### src/sarrd_pkg.sv
/*
 package for the sar converter serial readout block.
 assumes a 40 MHz system clock; shift clock and pins arrive asynchronously.
*/
package sarrd_pkg;
   localparam int RESULT_BITS = 16;
   localparam int CLK_MHZ = 40;
   // conversion time, longest figure, in ns
   localparam int CONV_TIME_NS = 3000;
   localparam int CONV_CYCLES = (CONV_TIME_NS * CLK_MHZ) / 1000;
   localparam int CONV_CNT_W = 8;
   localparam logic [15:0] RESULT_RESET = 16'h0000;

   typedef enum {
      SARRD_SLEEP,
      SARRD_CONVERT,
      SARRD_READY
   } sarrd_state_t;

   // synchronised pin levels
   typedef struct packed {
      logic convert_start;
      logic shift_clock;
      logic chain_select;
      logic read_enable_or_chain_input;
   } sarrd_pins_t;
endpackage

### src/sarrd_sync.sv
/*
 two flip-flop synchroniser, one per bit of a pin vector.
 assumes inputs are asynchronous to clk.
*/
`timescale 1ns/1ps
`default_nettype none
module sarrd_sync #(
   parameter int WIDTH = 4
) (
   input wire logic clk,
   input wire logic reset_n,
   input wire logic [WIDTH-1:0] async_in,
   output logic [WIDTH-1:0] sync_out
);
   logic [WIDTH-1:0] stage1;

   genvar i;
   generate
      for (i = 0; i < WIDTH; i++) begin : g_bit
         // first stage feeds the second only
         always_ff @(posedge clk) begin
            if (!reset_n) begin
               stage1[i] <= 1'b0;
               sync_out[i] <= 1'b0;
            end else begin
               stage1[i] <= async_in[i];
               sync_out[i] <= stage1[i];
            end
         end
      end
   endgenerate
endmodule
`default_nettype wire

### src/sarrd_top.sv
/*
 conversion control, busy flag and serial readout of a 16-bit sar converter.
 assumes the host drives convert start, shift clock and the shared enable or
 chain input; all are sampled on clk; shift clock well below clk/4.
*/
`timescale 1ns/1ps
`default_nettype none
module sarrd_top #(
   parameter int CONV_CYCLES = sarrd_pkg::CONV_CYCLES
) (
   input wire logic clk,
   input wire logic reset_n,
   input wire logic convert_start,
   input wire logic shift_clock,
   input wire logic chain_select,
   input wire logic read_enable_or_chain_input,
   input wire logic [15:0] sample_code,
   output logic busy,
   output logic serial_out,
   output logic serial_out_en_n,
   output logic chain_mode,
   output logic powered_up
);
   sarrd_pkg::sarrd_pins_t pins;
   sarrd_pkg::sarrd_state_t state;
   logic conv_prev;
   logic sck_prev;
   logic conv_rise;
   logic sck_rise;
   logic [sarrd_pkg::CONV_CNT_W-1:0] conv_cnt;
   logic [15:0] shift_reg;
   logic conv_done;

   sarrd_sync #(
      .WIDTH(4)
   ) u_sync (
      .clk(clk),
      .reset_n(reset_n),
      .async_in({convert_start, shift_clock, chain_select,
                 read_enable_or_chain_input}),
      .sync_out(pins)
   );

   always_ff @(posedge clk) begin
      if (!reset_n) begin
         conv_prev <= 1'b0;
         sck_prev <= 1'b0;
      end else begin
         conv_prev <= pins.convert_start;
         sck_prev <= pins.shift_clock;
      end
   end

   assign conv_rise = pins.convert_start && !conv_prev;
   assign sck_rise = pins.shift_clock && !sck_prev;
   assign conv_done = (state == sarrd_pkg::SARRD_CONVERT) &&
      (conv_cnt == sarrd_pkg::CONV_CNT_W'(CONV_CYCLES - 1));

   // wake and convert; a new edge mid-conversion is ignored
   always_ff @(posedge clk) begin
      if (!reset_n) begin
         state <= sarrd_pkg::SARRD_SLEEP;
         conv_cnt <= '0;
      end else begin
         case (state)
            sarrd_pkg::SARRD_SLEEP,
            sarrd_pkg::SARRD_READY: begin
               conv_cnt <= '0;
               if (conv_rise) begin
                  state <= sarrd_pkg::SARRD_CONVERT;
               end
            end
            sarrd_pkg::SARRD_CONVERT: begin
               conv_cnt <= conv_cnt + 1'b1;
               if (conv_done) begin
                  state <= sarrd_pkg::SARRD_READY;
               end
            end
            default: begin
               state <= sarrd_pkg::SARRD_SLEEP;
            end
         endcase
      end
   end

   always_ff @(posedge clk) begin
      if (!reset_n) begin
         busy <= 1'b0;
      end else if (conv_rise && state != sarrd_pkg::SARRD_CONVERT) begin
         busy <= 1'b1;
      end else if (conv_done) begin
         busy <= 1'b0;
      end
   end

   // powered down between conversions, awake while converting
   always_ff @(posedge clk) begin
      if (!reset_n) begin
         powered_up <= 1'b0;
      end else begin
         powered_up <= (state == sarrd_pkg::SARRD_CONVERT);
      end
   end

   always_ff @(posedge clk) begin
      if (!reset_n) begin
         chain_mode <= 1'b0;
      end else begin
         chain_mode <= pins.chain_select;
      end
   end

   // load result; unsigned binary, no recoding
   // shift msb first; chain data enters at the lsb
   always_ff @(posedge clk) begin
      if (!reset_n) begin
         shift_reg <= sarrd_pkg::RESULT_RESET;
      end else if (conv_done) begin
         shift_reg <= sample_code;
      end else if (sck_rise && (pins.chain_select ||
                   !pins.read_enable_or_chain_input)) begin
         // shared pin is chain data in chain mode
         shift_reg <= {shift_reg[14:0],
                       pins.chain_select &
                       pins.read_enable_or_chain_input};
      end
   end

   // msb comes out together with the busy fall
   always_ff @(posedge clk) begin
      if (!reset_n) begin
         serial_out <= 1'b0;
      end else if (conv_done) begin
         serial_out <= sample_code[15];
      end else begin
         serial_out <= shift_reg[15];
      end
   end

   // enable from shared pin in normal mode; chain always drives
   always_ff @(posedge clk) begin
      if (!reset_n) begin
         serial_out_en_n <= 1'b1;
      end else begin
         serial_out_en_n <= !pins.chain_select &&
                            pins.read_enable_or_chain_input;
      end
   end
endmodule
`default_nettype wire

### config.mk
export PLATFORM = sky130hd
export DESIGN_NAME = sarrd_top
export DESIGN_NICKNAME = d
export VERILOG_FILES = /design/src/sarrd_pkg.sv /design/src/sarrd_sync.sv /design/src/sarrd_top.sv
export SDC_FILE = /design/constraint.sdc
export NUM_CORES = 1
export LEC_CHECK = 0
export ABC_AREA = 1
export BUFFER_PORTS_ARGS = -buffer_cell sky130_fd_sc_hd__buf_2
export CAP_MARGIN = 40
export CORE_MARGIN = 2
export CORE_UTILIZATION = 30
export DETAILED_ROUTE_END_ITERATION = 6
export GPL_ROUTABILITY_DRIVEN = 0
export SETUP_SLACK_MARGIN = 0.1
export SLEW_MARGIN = 40
export SYNTH_ARGS = -nofsm -noshare
export SYNTH_HDL_FRONTEND = slang
export SYNTH_SLANG_ARGS = --single-unit
### constraint.sdc
create_clock -name clk -period 1.5 [get_ports clk]
set_input_delay 0.3 -clock clk [delete_from_list [all_inputs] [get_ports clk]]
set_output_delay 0.3 -clock clk [all_outputs]
set_load 0.02 [all_outputs]
---- Yosys cells after proc, flatten, opt, wreduce, memory -nomap -nowiden ----
Index checks and enable logic that the tools add are counted.
storage, ports and cells
  flip-flop bits (word level) ............. 71
  output and inout port bits .............. 5
  input bits .............................. 22
  word-level logic and storage cells ...... 53
cells by class
  muxes and demuxes ....................... 9
  bitwise logic cells ..................... 1
  $add $sub $neg .......................... 1
  equality and inequality tests ........... 7
  reduce and logical (&&, ||, !) cells .... 17
operator list
  operator             number
  $eq 32x2->1 const B  2
  $mux 32              2
  $pmux 32 s2          1
  $eq 32x1->1 const B  1
  $logic_not 32->1     1
  $mux 16              2
  $ne 32x2->1 const B  1
  $pmux 8 s2           1
  $add 8x1->8 const B  1
  $eq 8x7->1 const B   1
  $logic_and 1x1->1    6
  $reduce_bool 2->1    3
  $logic_not 1->1      4
  $ne 2x2->1 const B   2
  $mux 1               3
  $reduce_and 2->1     1
  $reduce_or 2->1      1
  $and 1x1->1          1
  $logic_or 1x1->1     1

---- Depth between registers and ports, before layout ----
Gate-level depths: netlist (run 1).
  depth after elaboration ................. 5
  gate-level depth with buffers ........... 10
  gate-level depth less buffers ........... 9

---- Cells and area by module ----
From an unflattened synthesis (run 1), not the netlist that was laid out.
second synthesis, totals
  cell total of the unflattened synthesis .. 260
  area total of the unflattened synthesis .. 1855.5 sq um
modules (own cells, without submodules)
  module      cells an instance  area an instance (sq um)  instances  seq. area each (sq um)
  sarrd_top   235                1630.3                    1          660.6
  sarrd_sync  25                 225.2                     1          160.2

---- Least setup slack after synthesis (run 1) ----
Ideal clock, no wire load.
  path type ............................... register to register
  start ................................... reg conv_cnt[1] (netlist bit)
  end ..................................... reg shift_reg[1]
  cell stages (with the launch flop) ...... 9
  data arrival time ....................... 1184 ps
  path slack .............................. 250 ps
  clock period less this slack ............ 1250 ps
  setup time .............................. 66 ps
  path buffers ............................ 1
  data required time ...................... 1434 ps
  cells stage by stage .................... dfxtp_1 -> ha_1 -> inv_2 -> nor2_8 -> nand3_4 -> buf_6 -> nand2_1 -> nand2_1 -> a21oi_2
between the ends
  cells in the longest elaborated chain, start to end .. 3
  elaborated cells between the ends (all ways) .. 4
  classes of those cells .................. eq/ne: 1; mux: 1; reduce/logical: 2
ends and longest elaborated chain
  item                                                 line              RTL
  from (decl)                                          sarrd_top.sv:30   logic [sarrd_pkg::CONV_CNT_W-1:0] conv_cnt;
  from (signal assigned)                               sarrd_top.sv:74   conv_cnt <= conv_cnt + 1'b1;
  $eq 8x7->1 (*)                                       sarrd_top.sv:57   (conv_cnt == sarrd_pkg::CONV_CNT_W'(CONV_CYCLES - 1));
  $logic_and 1x1->1 (*)                                sarrd_top.sv:56   assign conv_done = (state == sarrd_pkg::SARRD_CONVERT) &&
  $mux 16 / $reduce_bool 2->1 (equally long branches)  -
  to (signal assigned)                                 sarrd_top.sv:117  shift_reg <= sarrd_pkg::RESULT_RESET;
  to (signal assigned)                                 sarrd_top.sv:119  shift_reg <= sample_code;
  to (signal assigned)                                 sarrd_top.sv:123  shift_reg <= {shift_reg[14:0],
  to (decl)                                            sarrd_top.sv:31   logic [15:0] shift_reg;
Mark *: on every way between the ends. The rest lies on a longest branch, timed or not.
A chain may end at the register's enable or synchronous reset.

---- Final worst setup path (run 1) ----
  start ................................... reg state[1]
  end ..................................... reg conv_cnt[7] (netlist bit)
between the ends
  cells in the longest elaborated chain, start to end .. 3
  elaborated cells between the ends (all ways) .. 6
  classes of those cells .................. eq/ne: 2; mux: 1; reduce/logical: 3
ends and longest elaborated chain
  item                                                    line             RTL
  from (decl)                                             sarrd_top.sv:25  sarrd_pkg::sarrd_state_t state;
  from (signal assigned)                                  sarrd_top.sv:62  state <= sarrd_pkg::SARRD_SLEEP;
  from (signal assigned)                                  sarrd_top.sv:70  state <= sarrd_pkg::SARRD_CONVERT;
  from (signal assigned)                                  sarrd_top.sv:76  state <= sarrd_pkg::SARRD_READY;
  $eq 32x2->1 / $logic_not 32->1 (equally long branches)  sarrd_top.sv:65  case (state)
  $reduce_or 2->1                                         sarrd_top.sv:65
  $pmux 8 s2 / $reduce_bool 2->1 (equally long branches)  -
Several ways; a longest one is shown, not always the timed one.

==> qor.csv, run 1 <==
stage,metric,value,unit
critical_path,required time worst endpoint,1.68,ns
yosys,Synth Cell Area,0.00199,mm²
finish,max FFs per register,16,
timing,Final Hold Fails,0,
timing,final period utilization,0.847,
timing,Relative slew margins,0.737,
yosys,Synth top area share,0.412,
clock_network,clock tree buffer depth,2,
die,Starting Density,0.312,
yosys,Most used DFF post-synth,dfxtp_1,
job,maxcap violations,0,
finish,Filler cells,693,
yosys,Post-synth EDFFs,0,
routing,initial DRC count,119,
critical_path,Critical Path End Type,register,
finish,share of cells above drive strength 1,0.216,
finish,area of the multi-input gates,877,µm²
yosys,"Avg Cell Area, Syn",7.57,µm²
grt,gr ovfl total,0,
die,CORE AREA,0.00639,mm²
timing,max frequency,787,MHz
pwr,worst vdd rail ir drop,0.000543,V
routing,Vias/cell,4.59,
timing,skew final,0.00824,ns
status,status,"finished, final reports clean",
clock_network,Num CTS Buffers,5,
critical_path,critical path class,reg2reg,
critical_path,"Max FO, Critical Path",8,
yosys,Yosys cell types,31,
grt,pin count of the biggest net entering global routing,30,
finish,area delta synth->final,17.3,%
timing,post-layout min period,1.27,ns
timing,"Slew Viols, Final",0,
die,area of the die,0.00730,mm²
timing,final worst slack,0.229,ns
critical_path,Worst EP arrival,1.45,ns
place,port bufs,26,
critical_path,CP startpoint kind,register,
finish,ANT cells,0,
grt,vias in the first global route,1605,
finish,Layout Nets,318,
yosys,Ys Warns,0,
die,IO Pins,27,
timing,Slew @ Worst Pin,0.395,ns
grt,initial antenna violation count,0,
routing,Post-DRT Antenna Nets,0,
finish,fin util,0.366,
yosys,Mapped Nets,286,
timing,hold_ws,0.188,ns
grt,first-pass GRT wire length,6780,µm
clock_network,Sink Count,41,
clock_network,H-Tree Depth,2,
routing,DRC viols,0,
yosys,"area leader, netlist",dfxtp_1,
die,row count,29,
finish,Non-Filler Instances,373,
die,die width,85.5,µm
die,DIE HEIGHT,85.5,µm
place,placed cell count,362,
pwr,PwrDens,927,mW/mm²
routing,routed wire length,3930,µm
place,placed wire-length estimate,2680,µm
grt,Total GRT Usage,0.115,
clock_network,clock root cell,clkbuf_8,
timing,final setup fails,0,
yosys,post-synthesis sequential area ratio,0.412,
hold_path,Hold Crit Class,in2reg,
clock_network,CTS Hold Bufs,0,
yosys,ys async rst share,0,
yosys,Synth Register Bits,41,
yosys,Syn Inst Count,263,
clock_network,TritonCTS clock tree,built,
routing,routed len/inst,10.5,µm
timing,RSZ-0062 raised after global routing,true,
pwr,Lkg Pwr,1.14,nW
place,dpl ws,0.133,ns
clock_network,Clock transition at path regs,0.07,ns
yosys,"top cells by area, synth","dfxtp_1 41%, nand2_1 11%, nand3_1 8.5%, inv_1 7.7%, a21oi_1 5.8%",
routing,DRT Pass-1 Iters,4,
finish,sequential cell area,823,µm²
clock_network,Worst-Skew Late Latency,0.29,ns
routing,Vias,1712,
timing,Fin Setup TNS,0,ns
==> final cells by class <==
cell class | instances | area share
tap | 77 | 0.0413
clock inverter | 1 | 0.0129
sequential | 41 | 0.353
inverter | 45 | 0.0734
clock buffer | 7 | 0.0370
multi-input combinational | 164 | 0.376
timing repair buffer | 38 | 0.107
==> final timing paths <==
path | startpoint | end | slack (ns) | depth (start not counted)
worst max-delay path | state[1]$_SDFFE_PN0P_ | conv_cnt[7]$_SDFFE_PN0P_ | 0.23 | 4
worst min-delay path | shift_clock | u_sync.stage1[2]$_SDFF_PN0_ | 0.19 | 3
worst max register to register | state[1]$_SDFFE_PN0P_ | conv_cnt[7]$_SDFFE_PN0P_ | 0.23 | 4
worst min register to register | u_sync.stage1[3]$_SDFF_PN0_ | u_sync.sync_out[3]$_SDFF_PN0_ | 0.42 | 2
==> per-stage QoR <==
stage,area [µm²],total power [W]
after floorplan,1990,0.00122
after global routing,2330,0.00225
after CTS,2280,0.00219
final,2330,0.00216
after global placement,2160,0.00127
after detailed placement,2160,0.00127
==> layout by cell type, fill, tap and decap left out, types with 6 or more instances in the layout <==
master	count
nand2_1	56
nand3_1	34
nand4_1	15
dfxtp_1	39
buf_4	10
a21oi_1	23
o21ai_0	7
clkbuf_8	6
nor2_1	9
buf_2	26
inv_1	41
==> metal layers <==
metal / GRT usage / wire [µm]
met2: 0.189 / 1790
met4: 0.0462 / 61
met1: 0.144 / 1900
met5: 0 / 0
met3: 0.0292 / 188
==> cells in the mapped netlist (2+ instances only) <==
library cell	count
nor2_1	9
nand4_1	15
o21ai_0	7
clkinv_1	2
nor2_8	3
nand2_4	2
clkbuf_8	4
nand2_2	2
a21oi_1	23
nand2_1	56
buf_2	2
nand3_1	34
buf_6	4
nor3_1	3
inv_1	41
dfxtp_1	41
==> power by group <==
part / internal (W) / switching [W] / leakage (nW)
combinational: 0.0000499 / 0.0000806 / 0.745
clock: 0.000543 / 0.000374 / 0.0585
sequential: 0.00111 / 0.00000846 / 0.334
==> worst max-delay path: stages (launching register included) <==
cell,delay (ns)
dfxtp_1,0.43
nor3_2,0.36
nand3_1,0.14
o21ai_0,0.18
nor2_1,0.06
==> cells by family after synthesis <==
kind of cell | synth area share
and+or+nand+nor | 0.345
adders and majority gates | 0.00628
DFF | 0.412
buffers and inverters | 0.153
AOI/OAI and AO/OA | 0.0830
==> timing repair <==
item,in CTS,in global routing
hold endpoints to repair,0,0
endpoints found under the setup margin,0,18
setup buffers,0,2
gates resized for setup,0,4
Power figures use the tool's default switching activity.
==> run 2: changes to the inputs <==
--- a/config.mk
+++ b/config.mk
@@ -5,7 +5,7 @@
 export SDC_FILE = /design/constraint.sdc
 export NUM_CORES = 1
 export LEC_CHECK = 0
-export ABC_AREA = 1
+export ABC_AREA = 0
 export BUFFER_PORTS_ARGS = -buffer_cell sky130_fd_sc_hd__buf_2
 export CAP_MARGIN = 40
 export CORE_MARGIN = 2
==> constraint.sdc (replaced) <==
create_clock -name clk -period 1.3 [get_ports clk]
set_input_delay 0.26 -clock clk [delete_from_list [all_inputs] [get_ports clk]]
set_output_delay 0.26 -clock clk [all_outputs]
set_load 0.02 [all_outputs]
==> qor.csv, run 2 <==
stage,metric,value,unit,change
pwr,logic gate share of total power,0.070,,was 0.060
yosys,Post-synth EDFFs,0,,unchanged
yosys,Synth Register Bits,41,,unchanged
finish,"commonest non-fill, non-tap cell in the layout",dfxtp_1,,was nand2_1
die,row count,27,,was 29
timing,final setup fails,21,,was 0
timing,hold_ws,0.166,ns,was 0.188 ns
pwr,Lkg Pwr,0.911,nW,was 1.14 nW
pwr,P_sw,0.000570,W,was 0.000464 W
clock_network,clock tree buffer depth,2,,unchanged
yosys,"top cells by area, synth","dfxtp_1 48%, o41ai_1 7.6%, a31oi_1 5.5%, nand3_1 4.7%, o21ai_0 4.7%",,"was dfxtp_1 41%, nand2_1 11%, nand3_1 8.5%, inv_1 7.7%, a21oi_1 5.8%"
yosys,"Avg Cell Area, Syn",9.46,µm²,was 7.57 µm²
routing,DRC viols,0,,unchanged
status,failing checks,negative setup slack,,
critical_path,critical path class,reg2reg,,unchanged
die,die width,79.8,µm,was 85.5 µm
routing,Post-DRT Antenna Nets,0,,unchanged
timing,max frequency,695,MHz,was 787 MHz
die,CORE AREA,0.00554,mm²,was 0.00639 mm²
die,area of the die,0.00636,mm²,was 0.00730 mm²
yosys,Synth Cell Area,0.00172,mm²,was 0.00199 mm²
grt,first-pass GRT wire length,6670,µm,was 6780 µm
routing,routed wire length,4130,µm,was 3930 µm
yosys,"area leader, netlist",dfxtp_1,,unchanged
critical_path,"Max FO, Critical Path",8,,unchanged
grt,gr ovfl total,0,,unchanged
yosys,Ys Warns,0,,unchanged
routing,initial DRC count,71,,was 119
pwr,worst vdd rail ir drop,0.000546,V,was 0.000543 V
timing,Relative slew margins,0.650,,was 0.737
yosys,post-synthesis sequential area ratio,0.477,,was 0.412
timing,"Slew Viols, Final",0,,unchanged
yosys,Yosys cell types,33,,was 31
timing,Slew @ Worst Pin,0.525,ns,was 0.395 ns
finish,max FFs per register,16,,unchanged
yosys,Syn Inst Count,182,,was 263
grt,vias in the first global route,1428,,was 1605
clock_network,Clock transition at path regs,0.08,ns,was 0.07 ns
die,DIE HEIGHT,79.8,µm,was 85.5 µm
routing,routed len/inst,13.6,µm,was 10.5 µm
critical_path,Critical Path End Type,register,,unchanged
place,placed wire-length estimate,2660,µm,was 2680 µm
clock_network,Num CTS Buffers,5,,unchanged
timing,Fin Setup TNS,-1.78,ns,was 0 ns
finish,share of cells above drive strength 1,0.372,,was 0.216
grt,initial antenna violation count,0,,unchanged
critical_path,Worst EP arrival,1.62,ns,was 1.45 ns
die,Starting Density,0.311,,was 0.312
pwr,Power Internal,0.00193,W,was 0.00170 W
clock_network,clock root cell,clkbuf_8,,unchanged
pwr,sequential share of power,0.514,,was 0.516
yosys,Most used DFF post-synth,dfxtp_1,,unchanged
yosys,ys async rst share,0,,unchanged
status,status,finished with violations,,"was finished, final reports clean"
clock_network,CTS Hold Bufs,0,,unchanged
yosys,most common cell in the netlist,dfxtp_1,,was nand2_1
die,IO Pins,27,,unchanged
timing,skew final,0.00555,ns,was 0.00824 ns
yosys,Mapped Nets,205,,was 286
finish,Layout Nets,253,,was 318
timing,post-layout min period,1.44,ns,was 1.27 ns
critical_path,required time worst endpoint,1.48,ns,was 1.68 ns
timing,RSZ-0062 raised after global routing,true,,unchanged
pwr,switching portion of total power,0.228,,was 0.214
timing,final worst slack,-0.140,ns,was 0.229 ns
clock_network,Sink Count,41,,unchanged
hold_path,Hold Crit Class,in2reg,,unchanged
job,maxcap violations,0,,unchanged
routing,DRT Pass-1 Iters,4,,unchanged
routing,Vias/cell,5.03,,was 4.59
clock_network,TritonCTS clock tree,built,,unchanged
finish,area delta synth->final,39.4,%,was 17.3%
pwr,clock share of power,0.416,,was 0.424
timing,final period utilization,1.11,,was 0.847
clock_network,Worst-Skew Late Latency,0.30,ns,was 0.29 ns
grt,pin count of the biggest net entering global routing,18,,was 30
timing,Final Hold Fails,0,,unchanged
grt,Total GRT Usage,0.134,,was 0.115
routing,Vias,1524,,was 1712
critical_path,CP startpoint kind,register,,unchanged
finish,most frequent cells in the layout,"37 x dfxtp_1, 26 x buf_2, 23 x buf_4, 15 x nand3_1, 15 x o21ai_0",,"was 56 x nand2_1, 41 x inv_1, 39 x dfxtp_1, 34 x nand3_1, 26 x buf_2"
yosys,Synth top area share,0.477,,was 0.412
clock_network,H-Tree Depth,2,,unchanged
pwr,PwrDens,1040,mW/mm²,was 927 mW/mm²
finish,ANT cells,0,,unchanged
yosys,synth cell count leaders,"41 x dfxtp_1, 16 x nand3_1, 16 x o21ai_0, 15 x a31oi_1, 15 x o41ai_1",,"was 56 x nand2_1, 41 x dfxtp_1, 41 x inv_1, 34 x nand3_1, 23 x a21oi_1"
place,port bufs,26,,unchanged
[run 2: stage by stage]
step | power, W | setup slack, ns | cell area, µm² | cells | utilization
after global placement | 0.00148 | -0.0761 | 2080 | 289 | 0.376
after floorplan | 0.00140 | -0.241 | 1760 | 182 | -
after global routing | 0.00260 | -0.198 | 2400 | 303 | 0.433
final | 0.00250 | -0.140 | 2400 | 303 | 0.433
after detailed placement | 0.00148 | -0.132 | 2080 | 289 | 0.376
after CTS | 0.00252 | -0.104 | 2260 | 300 | 0.407
[run 2: layout make-up]
class                      count  area (µm²)
inverter                       1        3.75
multi-input combinational    123         943
sequential                    41         826
fill                         555        3140
tap                           72        90.1
timing repair buffer          58         422
clock buffer                   5        68.8
clock inverter                 3        46.3
[run 2: cell families after synthesis]
| group | Yosys count | share of synthesized area |
|---|---|---|
| flops | 41 | 0.477 |
| buf+inv | 18 | 0.0567 |
| xor+xnor | 4 | 0.0204 |
| simple gates | 59 | 0.203 |
| fa+ha+maj | 1 | 0.00727 |
| mux | 3 | 0.0174 |
| compound gates | 56 | 0.218 |
[run 2: what timing repair did]
item	4_1_cts	5_1_grt
setup buffers	3	2
setup endpoints to repair	22	24
gates resized for setup	4	24
cloned	0	1
pin swaps	5	4
[run 2: power by group through the flow]
stage / clock network, W / registers, W / logic (W)
after floorplan: 0 / 0.00132 / 0.0000811
after global placement: 0 / 0.00132 / 0.000162
after detailed placement: 0 / 0.00132 / 0.000162
after CTS: 0.00107 / 0.00129 / 0.000164
after global routing: 0.00111 / 0.00129 / 0.000193
final: 0.00104 / 0.00129 / 0.000176
[run 2: critical path: stages, from the launching register on]
cell and delay, ns:
dfxtp_2 0.36, ha_4 0.15, nand4bb_4 0.12, or3_4 0.42, buf_12 0.17, mux2i_1 0.11
[run 2: layer usage]
layer / routed length [µm] / up-vias / share of wire / track usage
met3: 164 / 6 / 0.040 / 0.0339
met1: 1950 / 709 / 0.47 / 0.183
met2: 1950 / 36 / 0.47 / 0.205
met4: 56 / 0 / 0.014 / 0.0458
met5: 0 / - / 0 / 0
li1: - / 773 / - / -
[run 2: final timing paths]
check	start	end	slack, ns	cells past startpoint
max	conv_cnt[1]$_SDFFE_PN0P_	shift_reg[0]$_SDFFE_PN0P_	-0.14	5
min	shift_clock	u_sync.stage1[2]$_SDFF_PN0_	0.17	2
max reg2reg	conv_cnt[1]$_SDFFE_PN0P_	shift_reg[0]$_SDFFE_PN0P_	-0.14	5
min reg2reg	u_sync.stage1[3]$_SDFF_PN0_	u_sync.sync_out[3]$_SDFF_PN0_	0.44	1
